[config.mk]
export PLATFORM = sky130hd
export DESIGN_NAME = vip_unit
export DESIGN_NICKNAME = d
export VERILOG_FILES = /design/src/vip_pkg.sv /design/src/vip_arb.sv /design/src/vip_src_prio.sv /design/src/vip_unit.sv
export SDC_FILE = /design/constraint.sdc
export NUM_CORES = 1
export LEC_CHECK = 0
export ABC_CLOCK_PERIOD_IN_PS = 14100
export BUFFER_PORTS_ARGS = -buffer_cell sky130_fd_sc_hd__buf_4
export CAP_MARGIN = 20
export CORE_MARGIN = 2
export CORE_UTILIZATION = 56
export CTS_CLUSTER_SIZE = 25
export DETAILED_ROUTE_END_ITERATION = 12
export PLACE_DENSITY = 0.82
export SLEW_MARGIN = 20
export SYNTH_ARGS = -nofsm -noshare
export SYNTH_HDL_FRONTEND = slang
export SYNTH_SLANG_ARGS = --single-unit
[constraint.sdc]
create_clock -name clk -period 14.1 [get_ports clk]
set_input_delay 0.705 -clock clk [delete_from_list [all_inputs] [get_ports clk]]
set_output_delay 0.705 -clock clk [all_outputs]
set_load 0.03 [all_outputs]
[src/vip_pkg.sv]
// constants shared by the vectored interrupt priority unit and its helpers
// assumes a 32-bit axi4-lite register port with byte addresses in the low 8 bits
package vip_pkg;

    // =========================================================
    // sizes
    localparam int NUM_EVENTS = 9;
    localparam int NUM_SOFT = 7;
    localparam int NUM_CAND = NUM_EVENTS + NUM_SOFT;
    localparam int NUM_HW_TRAPS = 5;
    localparam int NUM_PAIRS = 6;
    localparam int ADDR_W = 8;
    localparam int PRIO_W = 3;
    localparam int EFF_W = 4;
    localparam int VEC_W = 16;

    // =========================================================
    // register byte offsets
    localparam logic [7:0] OFF_ENABLE_LOW = 8'h00;
    localparam logic [7:0] OFF_ENABLE_HIGH = 8'h04;
    localparam logic [7:0] OFF_PRIO_BASE = 8'h08;
    localparam logic [7:0] OFF_PRIO_LAST = 8'h1c;
    localparam logic [7:0] OFF_SOFT_REQ = 8'h20;
    localparam logic [7:0] OFF_SOFT_EN = 8'h24;
    localparam logic [7:0] OFF_IRQ_STATUS = 8'h28;
    localparam logic [7:0] OFF_IRQ_MASK = 8'h2c;
    localparam logic [7:0] OFF_VECTOR = 8'h30;

    // =========================================================
    // field layout and reset values
    localparam int GLOBAL_EN_BIT = 7;
    localparam int PRIO_LO_LSB = 0;
    localparam int PRIO_HI_LSB = 4;
    localparam int NUM_LOW_EVENTS = 5;
    localparam int VEC_PENDING_BIT = 16;
    localparam int ST_EVENT_BIT = 0;
    localparam int ST_EXC_BIT = 1;
    localparam logic [7:0] ENABLE_LOW_MASK = 8'h9f;
    localparam logic [7:0] ENABLE_HIGH_MASK = 8'h0f;
    localparam logic [7:0] PRIO_MASK = 8'h77;
    localparam logic [7:0] SOFT_MASK = 8'hfe;
    localparam logic [1:0] STATUS_MASK = 2'h3;
    localparam logic [5:0] PAIR_USED = 6'h37;
    localparam logic [7:0] REG_RST = 8'h00;
    localparam logic [1:0] STATUS_RST = 2'h0;

    // =========================================================
    // priorities and vectors
    localparam logic [3:0] EFF_PRIO_OFFSET = 4'h8;
    localparam logic [15:0] RESET_VEC = 16'h0000;
    localparam logic [15:0] HW_TRAP_VEC_BASE = 16'h0004;
    localparam logic [15:0] TRAP_INSTR_VEC_BASE = 16'h0040;
    localparam logic [15:0] SOFT_VEC_BASE = 16'h0100;
    localparam int VEC_SHIFT = 2;
    // event order is the arbitration ranking, ranks 2 to 10
    localparam logic [15:0] EVENT_VEC [NUM_EVENTS] = '{16'h0080, 16'h0084, 16'h0088, 16'h008c,
                                                       16'h0090, 16'h00a0, 16'h00a4, 16'h00a8, 16'h00ac};
    localparam int EVENT_PAIR [NUM_EVENTS] = '{0, 0, 1, 1, 2, 4, 4, 5, 5};
    localparam bit EVENT_HI [NUM_EVENTS] = '{1'b0, 1'b1, 1'b0, 1'b1, 1'b0, 1'b0, 1'b1, 1'b0, 1'b1};

    // =========================================================
    // axi responses
    localparam logic [1:0] RESP_OKAY = 2'b00;
    localparam logic [1:0] RESP_SLVERR = 2'b10;

endpackage

[src/vip_arb.sv]
// picks the highest effective priority among the candidates
// assumes the candidate index order is the arbitration ranking
`timescale 1ns/1ps
module vip_arb
    import vip_pkg::*;
(
    // candidates
    input wire logic [NUM_CAND-1:0] valid,
    input wire logic [NUM_CAND-1:0][EFF_W-1:0] prio,
    // winner
    output logic win_valid,
    output logic [3:0] win_idx,
    output logic [EFF_W-1:0] win_prio
);

    // =========================================================
    // scan
    always_comb begin
        win_valid = 1'b0;
        win_idx = 4'h0;
        win_prio = '0;
        for (int i = 0; i < NUM_CAND; i++) begin
            // strict compare keeps the lower index, the higher rank, on a tie
            if (valid[i] && (!win_valid || prio[i] > win_prio)) begin
                win_valid = 1'b1;
                win_idx = 4'(i);
                win_prio = prio[i];
            end
        end
    end

endmodule

[src/vip_src_prio.sv]
// one maskable event source: gating and effective priority
// assumes the request flag is a level from logic on the same clock
`timescale 1ns/1ps
module vip_src_prio
    import vip_pkg::*;
(
    // request and gating
    input wire logic flag,
    input wire logic enable,
    input wire logic global_en,
    input wire logic [PRIO_W-1:0] field,
    // result
    output logic valid,
    output logic [EFF_W-1:0] eff_prio
);

    // =========================================================
    // effective priority
    always_comb begin
        if (field == '0) begin
            eff_prio = '0;
        end else begin
            eff_prio = EFF_PRIO_OFFSET | {1'b0, field};
        end
        valid = flag & enable & global_en & (field != '0);
    end

endmodule

[src/vip_unit.sv]
// vectored interrupt priority unit: registers, arbitration and vector to the core
// assumes peripheral flags are same-clock levels held until software clears them,
// and the core pulses core_ack for one cycle when it takes the offered vector
//
// Function
// nine event sources, own enables, global enable
// three-bit priority field per event source
// priority field zero disables the event
// nonzero field gives effective priority field plus eight
// equal priority ties resolved by fixed ranking
// reset vector 0000, highest rank
// five hardware traps at 0004 to 0014
// sixteen trap instructions vector 0040 to 007F
// external, timer vectors 0080 to 0090, ranks 2-6
// serial port vectors 00A0 to 00AC, ranks 7-10
// seven software interrupts, fixed priority k
// priority fields paired per nibble in six registers
// software clears serial flags, hardware never does
// accept only above current core priority
// nothing pending means no request, no vector
//
// Design decisions made here: the address map and register access over AXI4-Lite.
`timescale 1ns/1ps
module vip_unit
    import vip_pkg::*;
(
    // clock and reset
    input wire logic clk,
    input wire logic rst_n,
    // axi4-lite write address
    input wire logic [ADDR_W-1:0] s_axi_awaddr,
    input wire logic s_axi_awvalid,
    output logic s_axi_awready,
    // axi4-lite write data
    input wire logic [31:0] s_axi_wdata,
    input wire logic [3:0] s_axi_wstrb,
    input wire logic s_axi_wvalid,
    output logic s_axi_wready,
    // axi4-lite write response
    output logic [1:0] s_axi_bresp,
    output logic s_axi_bvalid,
    input wire logic s_axi_bready,
    // axi4-lite read
    input wire logic [ADDR_W-1:0] s_axi_araddr,
    input wire logic s_axi_arvalid,
    output logic s_axi_arready,
    output logic [31:0] s_axi_rdata,
    output logic [1:0] s_axi_rresp,
    output logic s_axi_rvalid,
    input wire logic s_axi_rready,
    // event request flags
    input wire logic ext0_request_flag,
    input wire logic timer0_overflow_flag,
    input wire logic ext1_request_flag,
    input wire logic timer1_overflow_flag,
    input wire logic [1:0] timer2_shared_flags,
    input wire logic uart0_rx_flag,
    input wire logic uart0_tx_flag,
    input wire logic uart1_rx_flag,
    input wire logic uart1_tx_flag,
    // exceptions and traps
    input wire logic reset_exception_req,
    input wire logic [NUM_HW_TRAPS-1:0] hw_trap_req,
    input wire logic trap_instr_req,
    input wire logic [3:0] trap_instr_num,
    // core side
    input wire logic [EFF_W-1:0] core_priority,
    input wire logic core_ack,
    output logic irq_req,
    output logic [VEC_W-1:0] irq_vector,
    output logic irq_is_exception,
    // summary interrupt
    output logic intr
);

    // =========================================================
    // state
    logic [7:0] enable_low_reg, next_enable_low_reg;
    logic [7:0] enable_high_reg, next_enable_high_reg;
    logic [7:0] priority_pair_reg [NUM_PAIRS];
    logic [7:0] next_priority_pair_reg [NUM_PAIRS];
    logic [7:0] soft_irq_request, next_soft_irq_request;
    logic [7:0] soft_irq_enable, next_soft_irq_enable;
    logic [1:0] irq_status, next_irq_status;
    logic [1:0] irq_mask, next_irq_mask;
    logic aw_held, next_aw_held;
    logic [ADDR_W-1:0] aw_addr, next_aw_addr;
    logic w_held, next_w_held;
    logic [7:0] w_data, next_w_data;
    logic w_strb0, next_w_strb0;
    logic bvalid, next_bvalid;
    logic [1:0] bresp, next_bresp;
    logic rvalid, next_rvalid;
    logic [31:0] rdata, next_rdata;
    logic [1:0] rresp, next_rresp;
    logic next_irq_req;
    logic [VEC_W-1:0] next_irq_vector;
    logic next_irq_is_exception;

    // =========================================================
    // candidates and arbitration
    logic [NUM_EVENTS-1:0] event_flag;
    logic [NUM_CAND-1:0] cand_valid;
    logic [NUM_CAND-1:0][EFF_W-1:0] cand_prio;
    logic win_valid;
    logic [3:0] win_idx;
    logic [EFF_W-1:0] win_prio;
    logic global_irq_enable;

    assign global_irq_enable = enable_low_reg[GLOBAL_EN_BIT];
    // the two timer 2 flags share one vector
    assign event_flag = {uart1_tx_flag, uart1_rx_flag, uart0_tx_flag, uart0_rx_flag,
                         |timer2_shared_flags, timer1_overflow_flag, ext1_request_flag,
                         timer0_overflow_flag, ext0_request_flag};

    for (genvar i = 0; i < NUM_EVENTS; i++) begin : g_event
        logic src_enable;
        logic [PRIO_W-1:0] src_field;
        if (i < NUM_LOW_EVENTS) begin : g_lo
            assign src_enable = enable_low_reg[i];
        end else begin : g_hi
            assign src_enable = enable_high_reg[i-NUM_LOW_EVENTS];
        end
        if (EVENT_HI[i]) begin : g_nib_hi
            assign src_field = priority_pair_reg[EVENT_PAIR[i]][PRIO_HI_LSB +: PRIO_W];
        end else begin : g_nib_lo
            assign src_field = priority_pair_reg[EVENT_PAIR[i]][PRIO_LO_LSB +: PRIO_W];
        end
        vip_src_prio u_src (
            .flag(event_flag[i]),
            .enable(src_enable),
            .global_en(global_irq_enable),
            .field(src_field),
            .valid(cand_valid[i]),
            .eff_prio(cand_prio[i])
        );
    end

    for (genvar k = 1; k <= NUM_SOFT; k++) begin : g_soft
        assign cand_valid[NUM_EVENTS+k-1] = soft_irq_request[k] & soft_irq_enable[k];
        assign cand_prio[NUM_EVENTS+k-1] = EFF_W'(k);
    end

    vip_arb u_arb (
        .valid(cand_valid),
        .prio(cand_prio),
        .win_valid(win_valid),
        .win_idx(win_idx),
        .win_prio(win_prio)
    );

    // =========================================================
    // vector selection
    always_comb begin
        next_irq_req = 1'b0;
        next_irq_vector = '0;
        next_irq_is_exception = 1'b0;
        if (reset_exception_req) begin
            next_irq_req = 1'b1;
            next_irq_vector = RESET_VEC;
            next_irq_is_exception = 1'b1;
        end else if (|hw_trap_req) begin
            next_irq_req = 1'b1;
            next_irq_is_exception = 1'b1;
            // same rank: the lowest numbered trap goes first
            for (int t = NUM_HW_TRAPS - 1; t >= 0; t--) begin
                if (hw_trap_req[t]) begin
                    next_irq_vector = HW_TRAP_VEC_BASE + 16'(t << VEC_SHIFT);
                end
            end
        end else if (trap_instr_req) begin
            next_irq_req = 1'b1;
            next_irq_is_exception = 1'b1;
            next_irq_vector = TRAP_INSTR_VEC_BASE + {10'h000, trap_instr_num, 2'b00};
        end else if (win_valid && win_prio > core_priority) begin
            next_irq_req = 1'b1;
            if (win_idx < 4'(NUM_EVENTS)) begin
                next_irq_vector = EVENT_VEC[win_idx];
            end else begin
                next_irq_vector = SOFT_VEC_BASE + {10'h000, win_idx - 4'(NUM_EVENTS), 2'b00};
            end
        end
    end

    // =========================================================
    // register bus
    logic do_write;
    logic ar_take;
    logic [7:0] wr_val;

    assign s_axi_awready = !aw_held;
    assign s_axi_wready = !w_held;
    assign s_axi_arready = !rvalid;
    assign do_write = aw_held && w_held && !bvalid;
    assign ar_take = s_axi_arvalid && !rvalid;
    assign wr_val = w_data;

    function automatic logic is_mapped(input logic [ADDR_W-1:0] a);
        return (a[1:0] == 2'b00) && (a <= OFF_VECTOR);
    endfunction

    function automatic logic [31:0] read_reg(input logic [ADDR_W-1:0] a);
        logic [31:0] d;
        int p;
        d = '0;
        p = (int'(a) - int'(OFF_PRIO_BASE)) >> VEC_SHIFT;
        if (a == OFF_ENABLE_LOW) begin
            d[7:0] = enable_low_reg;
        end else if (a == OFF_ENABLE_HIGH) begin
            d[7:0] = enable_high_reg;
        end else if (a >= OFF_PRIO_BASE && a <= OFF_PRIO_LAST) begin
            d[7:0] = priority_pair_reg[p];
        end else if (a == OFF_SOFT_REQ) begin
            d[7:0] = soft_irq_request;
        end else if (a == OFF_SOFT_EN) begin
            d[7:0] = soft_irq_enable;
        end else if (a == OFF_IRQ_STATUS) begin
            d[1:0] = irq_status;
        end else if (a == OFF_IRQ_MASK) begin
            d[1:0] = irq_mask;
        end else if (a == OFF_VECTOR) begin
            d[VEC_PENDING_BIT] = irq_req;
            d[VEC_W-1:0] = irq_vector;
        end
        return d;
    endfunction

    always_comb begin
        next_aw_held = aw_held;
        next_aw_addr = aw_addr;
        next_w_held = w_held;
        next_w_data = w_data;
        next_w_strb0 = w_strb0;
        next_bvalid = bvalid;
        next_bresp = bresp;
        next_rvalid = rvalid;
        next_rdata = rdata;
        next_rresp = rresp;
        if (s_axi_awvalid && !aw_held) begin
            next_aw_held = 1'b1;
            next_aw_addr = s_axi_awaddr;
        end
        if (s_axi_wvalid && !w_held) begin
            next_w_held = 1'b1;
            next_w_data = s_axi_wdata[7:0];
            next_w_strb0 = s_axi_wstrb[0];
        end
        if (do_write) begin
            next_aw_held = 1'b0;
            next_w_held = 1'b0;
            next_bvalid = 1'b1;
            next_bresp = is_mapped(aw_addr) ? RESP_OKAY : RESP_SLVERR;
        end else if (bvalid && s_axi_bready) begin
            next_bvalid = 1'b0;
        end
        if (ar_take) begin
            next_rvalid = 1'b1;
            next_rdata = is_mapped(s_axi_araddr) ? read_reg(s_axi_araddr) : 32'h0000_0000;
            next_rresp = is_mapped(s_axi_araddr) ? RESP_OKAY : RESP_SLVERR;
        end else if (rvalid && s_axi_rready) begin
            next_rvalid = 1'b0;
        end
    end

    // =========================================================
    // register file
    logic wr_en;
    logic [1:0] status_set;

    assign wr_en = do_write && w_strb0;
    assign status_set = {core_ack & irq_req & irq_is_exception, core_ack & irq_req & !irq_is_exception};

    always_comb begin
        next_enable_low_reg = enable_low_reg;
        next_enable_high_reg = enable_high_reg;
        next_priority_pair_reg = priority_pair_reg;
        next_soft_irq_request = soft_irq_request;
        next_soft_irq_enable = soft_irq_enable;
        next_irq_mask = irq_mask;
        next_irq_status = irq_status;
        if (wr_en) begin
            if (aw_addr == OFF_ENABLE_LOW) begin
                next_enable_low_reg = wr_val & ENABLE_LOW_MASK;
            end
            if (aw_addr == OFF_ENABLE_HIGH) begin
                next_enable_high_reg = wr_val & ENABLE_HIGH_MASK;
            end
            for (int p = 0; p < NUM_PAIRS; p++) begin
                if (PAIR_USED[p] && aw_addr == OFF_PRIO_BASE + 8'(p << VEC_SHIFT)) begin
                    next_priority_pair_reg[p] = wr_val & PRIO_MASK;
                end
            end
            // the request flags stay set until software writes them back to zero
            if (aw_addr == OFF_SOFT_REQ) begin
                next_soft_irq_request = wr_val & SOFT_MASK;
            end
            if (aw_addr == OFF_SOFT_EN) begin
                next_soft_irq_enable = wr_val & SOFT_MASK;
            end
            if (aw_addr == OFF_IRQ_MASK) begin
                next_irq_mask = wr_val[1:0] & STATUS_MASK;
            end
            if (aw_addr == OFF_IRQ_STATUS) begin
                next_irq_status = irq_status & ~wr_val[1:0];
            end
        end
        // a delivery in the clearing cycle is kept
        next_irq_status = next_irq_status | status_set;
    end

    // =========================================================
    // flip-flops
    always_ff @(posedge clk or negedge rst_n) begin
        if (!rst_n) begin
            enable_low_reg <= REG_RST;
            enable_high_reg <= REG_RST;
            for (int p = 0; p < NUM_PAIRS; p++) begin
                priority_pair_reg[p] <= REG_RST;
            end
            soft_irq_request <= REG_RST;
            soft_irq_enable <= REG_RST;
            irq_status <= STATUS_RST;
            irq_mask <= STATUS_RST;
            aw_held <= 1'b0;
            aw_addr <= '0;
            w_held <= 1'b0;
            w_data <= REG_RST;
            w_strb0 <= 1'b0;
            bvalid <= 1'b0;
            bresp <= RESP_OKAY;
            rvalid <= 1'b0;
            rdata <= 32'h0000_0000;
            rresp <= RESP_OKAY;
            irq_req <= 1'b0;
            irq_vector <= '0;
            irq_is_exception <= 1'b0;
        end else begin
            enable_low_reg <= next_enable_low_reg;
            enable_high_reg <= next_enable_high_reg;
            priority_pair_reg <= next_priority_pair_reg;
            soft_irq_request <= next_soft_irq_request;
            soft_irq_enable <= next_soft_irq_enable;
            irq_status <= next_irq_status;
            irq_mask <= next_irq_mask;
            aw_held <= next_aw_held;
            aw_addr <= next_aw_addr;
            w_held <= next_w_held;
            w_data <= next_w_data;
            w_strb0 <= next_w_strb0;
            bvalid <= next_bvalid;
            bresp <= next_bresp;
            rvalid <= next_rvalid;
            rdata <= next_rdata;
            rresp <= next_rresp;
            irq_req <= next_irq_req;
            irq_vector <= next_irq_vector;
            irq_is_exception <= next_irq_is_exception;
        end
    end

    // =========================================================
    // outputs
    assign s_axi_bvalid = bvalid;
    assign s_axi_bresp = bresp;
    assign s_axi_rvalid = rvalid;
    assign s_axi_rdata = rdata;
    assign s_axi_rresp = rresp;
    assign intr = |(irq_status & irq_mask);

endmodule

Word level (Yosys, flattened, before mapping)
Memories as Yosys holds them, arrays and structs flattened.
Index checks and enable logic that the tools add are counted.
- memories kept: 1
- flip-flop bits (word level): 133
- output and inout bits: 60
- bits in read-only memories: 256
- input port bits: 85
- logic and storage cells: 318
- memories (name ; depth ; bits a word ; read ports ; clocked after memory_dff ; wr ports ; RTL line ; text):
    (no name shown) ; 16 ; 16 ; 1 ; 0 ; 0 ; vip_unit.sv:178 ; next_irq_vector = EVENT_VEC[win_idx];
- reduce and logical (&&, ||, !) cells: 101
- add/sub/neg operators: 4
- magnitude comparators: 23
- equal/unequal tests: 16
- bitwise operators: 43
- multiplexer cells: 106
- operators by type and width (kind ; count):
    4-bit 2-to-1 mux ; 33
    16-bit 2-to-1 mux ; 7
    8-bit by 6-bit == test with 1-bit output (second input constant) ; 9
    8-bit 2-to-1 mux ; 7
    9-bit 2-to-1 mux ; 5
    1-bit bitwise AND ; 37
    4-bit > comparator ; 9
    17-bit 2-to-1 mux ; 2
    32-bit by 4-bit greater-or-equal comparator with 1-bit output (second input constant) ; 1
    1-bit 2-to-1 mux ; 32
    30-bit inverter with 32-bit output ; 1
    15-bit 2-to-1 mux ; 2
    1-bit logical AND ; 27
    3-bit zero test ; 9
    3-bit nonzero test ; 9
    5-bit 2-to-1 mux ; 5
    8-bit binary-select mux with 3-bit select ; 1
    8-bit by 5-bit == test with 1-bit output (second input constant) ; 3
    1-bit zero test ; 20
    2-bit AND reduction ; 10
    8-bit by 3-bit == test with 1-bit output (second input constant) ; 2
    8-bit by 4-bit == test with 1-bit output (second input constant) ; 2
    3-bit by 4-bit > comparator with 1-bit output (first input constant) ; 4
    8-bit by 6-bit <= comparator with 1-bit output (second input constant) ; 2
    22 further kinds ; 54

Depth between registers and ports, before layout
Gate-level depths: netlist of run 1.
- word-level depth: 73
- mapped depth: 73
- gate-level depth less buffers: 71

By module
From an unflattened synthesis of run 1, not the netlist that was laid out.
- cells, all modules: 940
- area, all modules: 8650.8 um^2
- by module, submodules not included (module ; area each (um^2) ; cells each ; instances ; seq. area each (um^2)):
    vip_unit ; 5131.2 ; 448 ; 1 ; 2502.4
    vip_arb ; 3181.8 ; 447 ; 1 ; 0.0
    vip_src_prio ; 37.5 ; 5 ; 9 ; 0.0

Least setup slack after synthesis of run 1
Ideal clock, no wire load.
- path type: input-to-reg
- from: input ext0_request_flag
- to: register irq_vector[4]
- path slack: 1576 ps
- data arrival time: 12406 ps
- cell stages on the path: 67
- cells stage by stage: and3_1 nand2_1 ha_1 nor2b_1 o211ai_1 a21oi_1 o21ai_1 mux2_2 ha_1 nor2b_1 o211ai_1 a21oi_1 o21ai_2 o21ai_0 ha_1 nor2b_1 o21ai_0 a21oi_1 (+31 left out) ha_1 nor2b_1 o21a_1 o21a_1 o211ai_1 a32oi_1 nand2_1 o21ai_0 a31oi_1 ha_1 nor2b_1 o21a_1 o21ai_0 nand2b_1 o311a_1 o21ai_0 nor4_1 o21a_1
- word-level cells in the longest chain between the ends: 73
- ends and longest elaborated chain (item ; RTL line ; text):
    from (decl) ; vip_unit.sv:52 ; input wire logic ext0_request_flag,
    1-bit bitwise AND * (3 in series) ; vip_src_prio.sv:25 ; valid = flag & enable & global_en & (field != '0);
    parallel branches: the longest is 66 deep, another holds 4-bit > comparator ; -- ;
    16-bit 2-to-1 mux * ; vip_unit.sv:175 ; end else if (win_valid && win_prio > core_priority) begin
    16-bit 2-to-1 mux * ; vip_unit.sv:171 ; end else if (trap_instr_req) begin
    16-bit 2-to-1 mux * ; vip_unit.sv:162 ; end else if (|hw_trap_req) begin
    16-bit 2-to-1 mux * ; vip_unit.sv:158 ; if (reset_exception_req) begin
    net next_irq_vector[4] ; vip_unit.sv:97 ; logic [VEC_W-1:0] next_irq_vector;
    to (signal assigned) ; vip_unit.sv:356 ; irq_vector <= next_irq_vector;
    to (decl) ; vip_unit.sv:70 ; output logic [VEC_W-1:0] irq_vector,
Mark *: on every way through the listed nets, which the timed path passes. The select of a mux whose other input is x is not followed.
A chain may end at the register's enable or synchronous reset.

Worst setup path in the final report of run 1
Ends and elaborated chain as after synthesis.

==> impl_metrics.ini, run 1 <==
[outcome]
status = finished, final reports clean

[clock_network]
cts_made_buffers = 9
cts.sinks = 100
cts_tree = built
h-tree-depth = 3
clock_latency_ns = 0.34
hold_buffers = 0
cts_buffer_depth = 2
path_clk_slew_ns = 0.07
clockRootBuffer = clkbuf_16

[grt]
track_usage_pct = 28.5
grt_max_degree = 56
grt_overflow = 0
antenna_found_initial = 0
grt_pass1_wl_mm = 29.8
grt_pass1_vias = 6017

[worst_setup_path]
cp_common_cell = ha_1
endpoint_kind = register
arrival_ns = 13.60
critPathMaxFanout = 10
critPathLaunchType = input port
critPathMaxStageDelay_ns = 0.41
required_ns = 14.33
critPathSlowestCell = mux2_2
worstSetupPathType = in -> reg

[routing]
drc = 0
drt_wl_total_mm = 18.7
ant_nets = 0
viasPerCell = 6.39
wl_per_cell_um = 19.6
vias = 6110
first_pass_iters = 5
drtIter0Drc = 601

[floorplanning]
ios = 145
core_sq_um = 12000
die_w_um = 115
initial_utilization_pct = 57.2
core.rowCount = 40
die_h_um = 115
die_area_sq_um = 13200

[final_layout]
largest_reg_flops = 27
drive_gt1_share_pct = 26.6
final_common_cell = dfrtp_1
finish.net_count = 932
area_growth_pct = 14.2
nFillCells = 900
fin_util_pct = 65.3
final_cell_mix = 100 x dfrtp_1, 93 x buf_4, 79 x mux2_2
diodes = 0

[yosys]
yosysUniqueCellTypes = 71
synth_area_sq_um = 6870
yosys_register_bits = 100
synthArstFlopShare_pct = 100
synth_edf_count = 0
yosysSeqAreaShare_pct = 36.4
synthCells = 733
synth.avg_cell_area_sq_um = 9.37
ys.flop_type = dfrtp_1
ys_warn_count = 0

[timing]
setup_ws_ns = 0.726
slew_headroom_pct = 44.8
final_max_slew_viol_count = 0
setup_viol = 0
fin_crit_sh_pct = 94.9
hold_viol_final = 0
worst_pin_slew_ns = 0.822
finalCriticalPeriod_ns = 13.37
fin_worst_skew_ns = 0.00749
finalSetupTns_ns = 0
hold_ws_ns = 0.353
fmax_mhz = 74.8

[place]
dp_slack_ns = -0.0700
io_buffers = 84
gp_congestion = 0.946
dpl.hpwl_mm = 13.8

[power]
p_total_uw = 932
power.leakage_uw = 0.00380
max-vdd-ir-drop_mv = 0.147
power_density_nw_per_um2 = 119

[min_path]
min_path_type = in -> async

[flow_run]
cap_violations = 0
[synthesized netlist by cell type, drive strengths merged (8+ instances only)]
cell	instances	area [sq um]
inv	41	154
nor3	24	143
nand2	64	240
a21oi	35	179
o21a	14	105
ha	43	538
clkbuf	26	97.6
dfrtp	100	2500
a31oi	8	50.1
mux2	79	890
buf	39	277
nand3	17	85.1
nor2	56	218
nor2b	12	75.1
o211ai	11	82.6
o21ai	46	234
mux2i	13	130
[routing by layer]
layer	global-route usage [%]	vias up	part of all wire (%)
li1	-	2722	-
met3	3.90	69	8.1
met4	12.3	0	3.8
met1	37.1	2946	40
met2	47.9	373	48
met5	0	-	0
[layout make-up]
type	instances	area [sq um]	area share (%)
multi-input cells	559	4020	51.2
flip-flops and latches	100	2500	31.9
repair buffers	93	698	8.91
clock buffers	9	225	2.87
well taps	147	184	2.35
inverters	41	154	1.96
clock inverters	7	60.1	0.766
[power by group]
part           switching [uW]  internal, uW  leakage [uW]  total (uW)
registers                91.0           340       0.00132         431
clock network             114           123      0.000131         237
logic                     143           121       0.00235         264
[critical path: cells and delay by family]
family	cells	cell delay (ns)
AOI/OAI and AO/OA	36	7.25
adders and majority gates	9	2.54
and+or+nand+nor	17	2.19
buffers and inverters	3	0.49
muxes	1	0.41
[through the flow]
step | instance area, sq um | cells
floorplan | 6990 | 765
global placement | 7460 | 936
detailed placement | 7460 | 936
CTS | 7750 | 952
global route | 7840 | 956
finish | 7840 | 956
[what timing repair did]
item                                    4_1_cts  5_1_grt
endpoints found under the setup margin        0        7
gates resized for setup                       0       14
buffers inserted                              0        4
[worst paths after layout]
kind                                         startpoint                       to  slack (ns)  cells past startpoint
worst max-delay path                  ext0_request_flag            irq_vector[4]        0.73                     66
worst min-delay path                              rst_n                  w_strb0        0.35                      1
worst max register to register  g_event[0].src_field[1]            irq_vector[4]        0.75                     64
worst min register to register           s_axi_rdata[1]           s_axi_rdata[1]        0.49                      1
max in group asynchronous                         rst_n  g_event[7].src_field[2]       12.63                      2
min in group clk                         s_axi_rdata[1]           s_axi_rdata[1]        0.49                      1
[kinds of logic (layout without fill, tap and decap cells)]
kind of cell,Yosys count,after routing,synth area share [%]
AND/OR/NAND/NOR,218,218,16.0
adder cells (fa/ha/maj),43,43,7.84
AO/OA/AOI/OAI,173,173,17.1
other,1,33,0.0546
buffers and inverters,106,150,7.69
flip-flops,100,100,36.4
multiplexers,92,92,14.9
No activity file was read; power rests on OpenSTA's default activity.
==> run 2, diff against run 1 <==
Settings changed: ABC_CLOCK_PERIOD_IN_PS 14100 to 15400, CORE_UTILIZATION 56 to 52, PLACE_DENSITY 0.82 to 0.77.
Clock period 14.1 ns to 15.4 ns, I/O delays scaled along.
==> impl_metrics.ini, run 2 (synthesis results as in run 1) <==
[outcome]
status = finished, final reports clean

[grt]
antenna_found_initial = 0
grt_overflow = 0
track_usage_pct = 26.1
grt_pass1_vias = 5706
grt_pass1_wl_mm = 29.5
grt_max_degree = 64

[worst_setup_path]
cp_top_family = compound AO/OA/AOI/OAI gates
critPathMaxFanout = 12
critPathLaunch = enable_low_reg[7]
crit_path_end = irq_vector[4]
arrival_ns = 14.68
endpoint_kind = register
cp_common_cell = ha_1
required_ns = 15.67
worstSetupPathType = reg -> reg
crit_buf_inv = 1
critPathSlowestCell = dfrtp_2
r2r_start = enable_low_reg[7]
reg2reg_depth = 66
critPathLaunchType = register
path_depth = 66
critPathMaxStageDelay_ns = 0.52
r2r_end = irq_vector[4]
rrSetupSlack_ns = 0.99

[place]
dpl.hpwl_mm = 14.1
gp_congestion = 0.918
io_buffers = 84
placedCellCount = 958

[routing]
drtIter0Drc = 536
viasPerCell = 5.98
first_pass_iters = 5
vias = 5835
drc = 0
ant_nets = 0
drt_wl_total_mm = 18.3
wl_per_cell_um = 18.8

[final_layout]
final_cell_mix = 99 x dfrtp_1, 88 x buf_4, 79 x mux2_2
finalNonFillerCells = 976
finish.net_count = 927
final_common_cell = dfrtp_1
diodes = 0
largest_reg_flops = 27
nFillCells = 1057
multi_input_area_sq_um = 3960
area_growth_pct = 13.6
drive_gt1_share_pct = 24.9
seqCellArea_sq_um = 2500

[timing]
final_max_slew_viol_count = 0
finalCriticalPeriod_ns = 14.41
fmax_mhz = 69.4
finalSetupTns_ns = 0
slew_headroom_pct = 38.2
grt_setup_unrepaired = false
setup_viol = 0
hold_ws_ns = 0.373
fin_crit_sh_pct = 93.6
fin_worst_skew_ns = 0.00586
hold_viol_final = 0
worst_pin_slew_ns = 0.920

[power]
max-vdd-ir-drop_mv = 0.132
power_density_nw_per_um2 = 110
p_total_uw = 855
power.leakage_uw = 0.00379

[clock_network]
hold_buffers = 0
cts_tree = built
h-tree-depth = 3
cts.sinks = 100
clockRootBuffer = clkbuf_16
path_clk_slew_ns = 0.07
cts_made_buffers = 9
cts_buffer_depth = 2
clock_latency_ns = 0.34

[floorplanning]
ios = 145
die_w_um = 119
initial_utilization_pct = 53.8
die_h_um = 119
core.rowCount = 41
core_sq_um = 12800
die_area_sq_um = 14100

[min_path]
min_path_type = in -> async

[flow_run]
cap_violations = 0
## run 2: cell types whose count changed in the layout (fill, tap and decap cells not counted), moves of 2 or more
cell / change
a211oi_1: +2
a21o_1: +2
buf_4: -5
clkbuf_1: +2
clkbuf_8: +2
inv_6: -2
## run 2: cell type report
| cell class | instances | share of cell area, % |
|---|---|---|
| Inverter | 41 | 1.97 |
| Timing Repair Buffer | 88 | 8.47 |
| Clock buffer | 13 | 3.34 |
| Clock inverter | 3 | 0.578 |
| Tap cell | 172 | 2.76 |
| Sequential cell | 100 | 32.1 |
| Multi-Input combinational cell | 559 | 50.8 |
## run 2: per-stage QoR
stage | worst slack [ns] | util [%] | instance area [sq um]
2_1_floorplan | 2.81 | - | 6990
3_3_place_gp | 1.10 | 58.5 | 7470
3_5_place_dp | 0.721 | 58.5 | 7470
4_1_cts | 0.786 | 60.9 | 7780
5_1_grt | 0.0850 | 61.1 | 7800
6_report | 0.989 | 61.1 | 7800
## run 2: per-layer routing
layer	vias to the layer above	global-route usage [%]	part of all wire (%)
met5	-	0	0
met4	0	6.32	1.4
met3	26	2.73	6.3
met2	253	43.8	48
met1	2848	36.4	44
li1	2708	-	-
## run 2: repair_timing
action / CTS / global route
buffers inserted: 0 / 2
resized for setup: 0 / 2
endpoints found under the setup margin: 0 / 7
## run 2: how the worst min path moves through the flow
stage | start | to | slack [ns] | depth (start not counted)
floorplan | irq_status[0] | irq_status[0] | 0.46 | 2
global placement | s_axi_rdata[16] | s_axi_rdata[16] | 0.47 | 2
detailed placement | irq_is_exception | irq_status[0] | 0.48 | 1
CTS | rst_n | w_data[3] | 0.40 | 1
global route | rst_n | w_data[3] | 0.42 | 1
finish | rst_n | w_data[3] | 0.37 | 1
## run 2: where the power goes
part           switching [uW]  total [uW]  internal [uW]
Clock                    93.9         229            135
Combinational             122         231            110
Sequential               83.2         395            312
==> run 3, diff against run 2 <==
Settings changed: PLACE_DENSITY 0.77 to 0.88.
==> impl_metrics.ini, run 3 (synthesis results as in run 1) <==
[grt]
grt_pass1_vias = 5840
grt_overflow = 0
grt_max_degree = 66
grt_pass1_wl_mm = 29.7
track_usage_pct = 26.3
antenna_found_initial = 0

[routing]
first_pass_iters = 6
drc = 0
vias = 6064
drtIter0Drc = 609
ant_nets = 0
viasPerCell = 6.23
wl_per_cell_um = 19.0
drt_wl_total_mm = 18.5

[final_layout]
largest_reg_flops = 27
finish.net_count = 925
finalNonFillerCells = 973
final_common_cell = dfrtp_1
fin_util_pct = 60.9
drive_gt1_share_pct = 24.8
area_growth_pct = 13.3
final_cell_mix = 100 x dfrtp_1, 86 x buf_4, 79 x mux2_2
diodes = 0

[worst_setup_path]
r2r_end = irq_vector[4]
reg2reg_depth = 66
critPathLaunchType = register
rrSetupSlack_ns = 1.23
crit_path_end = irq_vector[4]
arrival_ns = 14.41
critPathSlowestCell = mux2_2
worstSetupPathType = reg -> reg
cp_common_cell = ha_1
required_ns = 15.64
critPathLaunch = enable_low_reg[7]
cp_top_family = compound AO/OA/AOI/OAI gates
crit_buf_inv = 1
critPathMaxFanout = 12
path_depth = 66
r2r_start = enable_low_reg[7]
endpoint_kind = register
critPathMaxStageDelay_ns = 0.43

[power]
power.leakage_uw = 0.00378
p_total_uw = 857
power_density_nw_per_um2 = 110
max-vdd-ir-drop_mv = 0.0906

[clock_network]
h-tree-depth = 3
clock_latency_ns = 0.35
cts_setup_buffers = 0
cts_made_buffers = 9
path_clk_slew_ns = 0.07
cts.sinks = 100
clockRootBuffer = clkbuf_16
cts_buffer_depth = 2
cts_tree = built

[place]
dpl.hpwl_mm = 13.2
placedCellCount = 958
gp_congestion = 0.937
io_buffers = 84

[timing]
finalCriticalPeriod_ns = 14.17
finalSetupTns_ns = 0
worst_pin_slew_ns = 1.13
grt_setup_unrepaired = false
fin_crit_sh_pct = 92.0
hold_viol_final = 0
fin_worst_skew_ns = 0.00872
slew_headroom_pct = 24.3
fmax_mhz = 70.6
setup_viol = 0
final_max_slew_viol_count = 0
hold_ws_ns = 0.361

[floorplanning]
die_w_um = 119
die_h_um = 119
core_sq_um = 12800
ios = 145
core.rowCount = 41
initial_utilization_pct = 53.8
die_area_sq_um = 14100

[outcome]
status = finished, final reports clean

[flow_run]
cap_violations = 0

[min_path]
min_path_type = in -> async
[run 3: changes by cell type in the layout (fill, tap and decap cells not counted), sizes merged]
cell | before | now
clkinv | 0 | 1
inv | 41 | 43
clkbuf | 13 | 9
buf | 88 | 86
[run 3: how the worst min path moves through the flow]
stage                                 to           start  slack, ns
after floorplan            irq_status[0]   irq_status[0]       0.46
final                          w_data[6]           rst_n       0.36
after CTS                      w_data[6]           rst_n       0.38
after global placement    s_axi_rdata[1]  s_axi_rdata[1]       0.47
after global routing           w_data[6]           rst_n       0.39
after detailed placement  s_axi_rdata[0]  s_axi_rdata[0]       0.48
[run 3: layout make-up]
type | count | area (sq um)
inverter | 41 | 154
clock buffer | 9 | 225
multi-input combinational | 559 | 3970
timing repair buffer | 86 | 646
sequential | 100 | 2500
fill | 1011 | 4990
clock inverter | 6 | 73.8
tap | 172 | 215
[run 3: routing by layer]
metal | global-route usage [%] | routed length, um
met5 | 0 | 0
met4 | 10.9 | 774
met3 | 6.75 | 1700
met2 | 44.1 | 8840
met1 | 32.2 | 7190
[run 3: where the power goes]
group | internal [uW] | leakage (uW) | switching (uW) | total [uW]
clock network | 127 | 0.000140 | 102 | 229
registers | 312 | 0.00132 | 84.1 | 396
logic | 110 | 0.00233 | 123 | 233
[run 3: per-stage QoR]
step / setup WS [ns] / instance area (sq um)
3_3_place_gp: 1.29 / 7470
6_report: 1.23 / 7780
5_1_grt: 0.0662 / 7780
3_5_place_dp: 1.15 / 7470
4_1_cts: 1.29 / 7770
2_1_floorplan: 2.81 / 6990
[run 3: what timing repair did]
item                       in CTS  in global routing
setup endpoints to repair       0                  3
hold buffers                    0                  0
resized for setup               0                  1
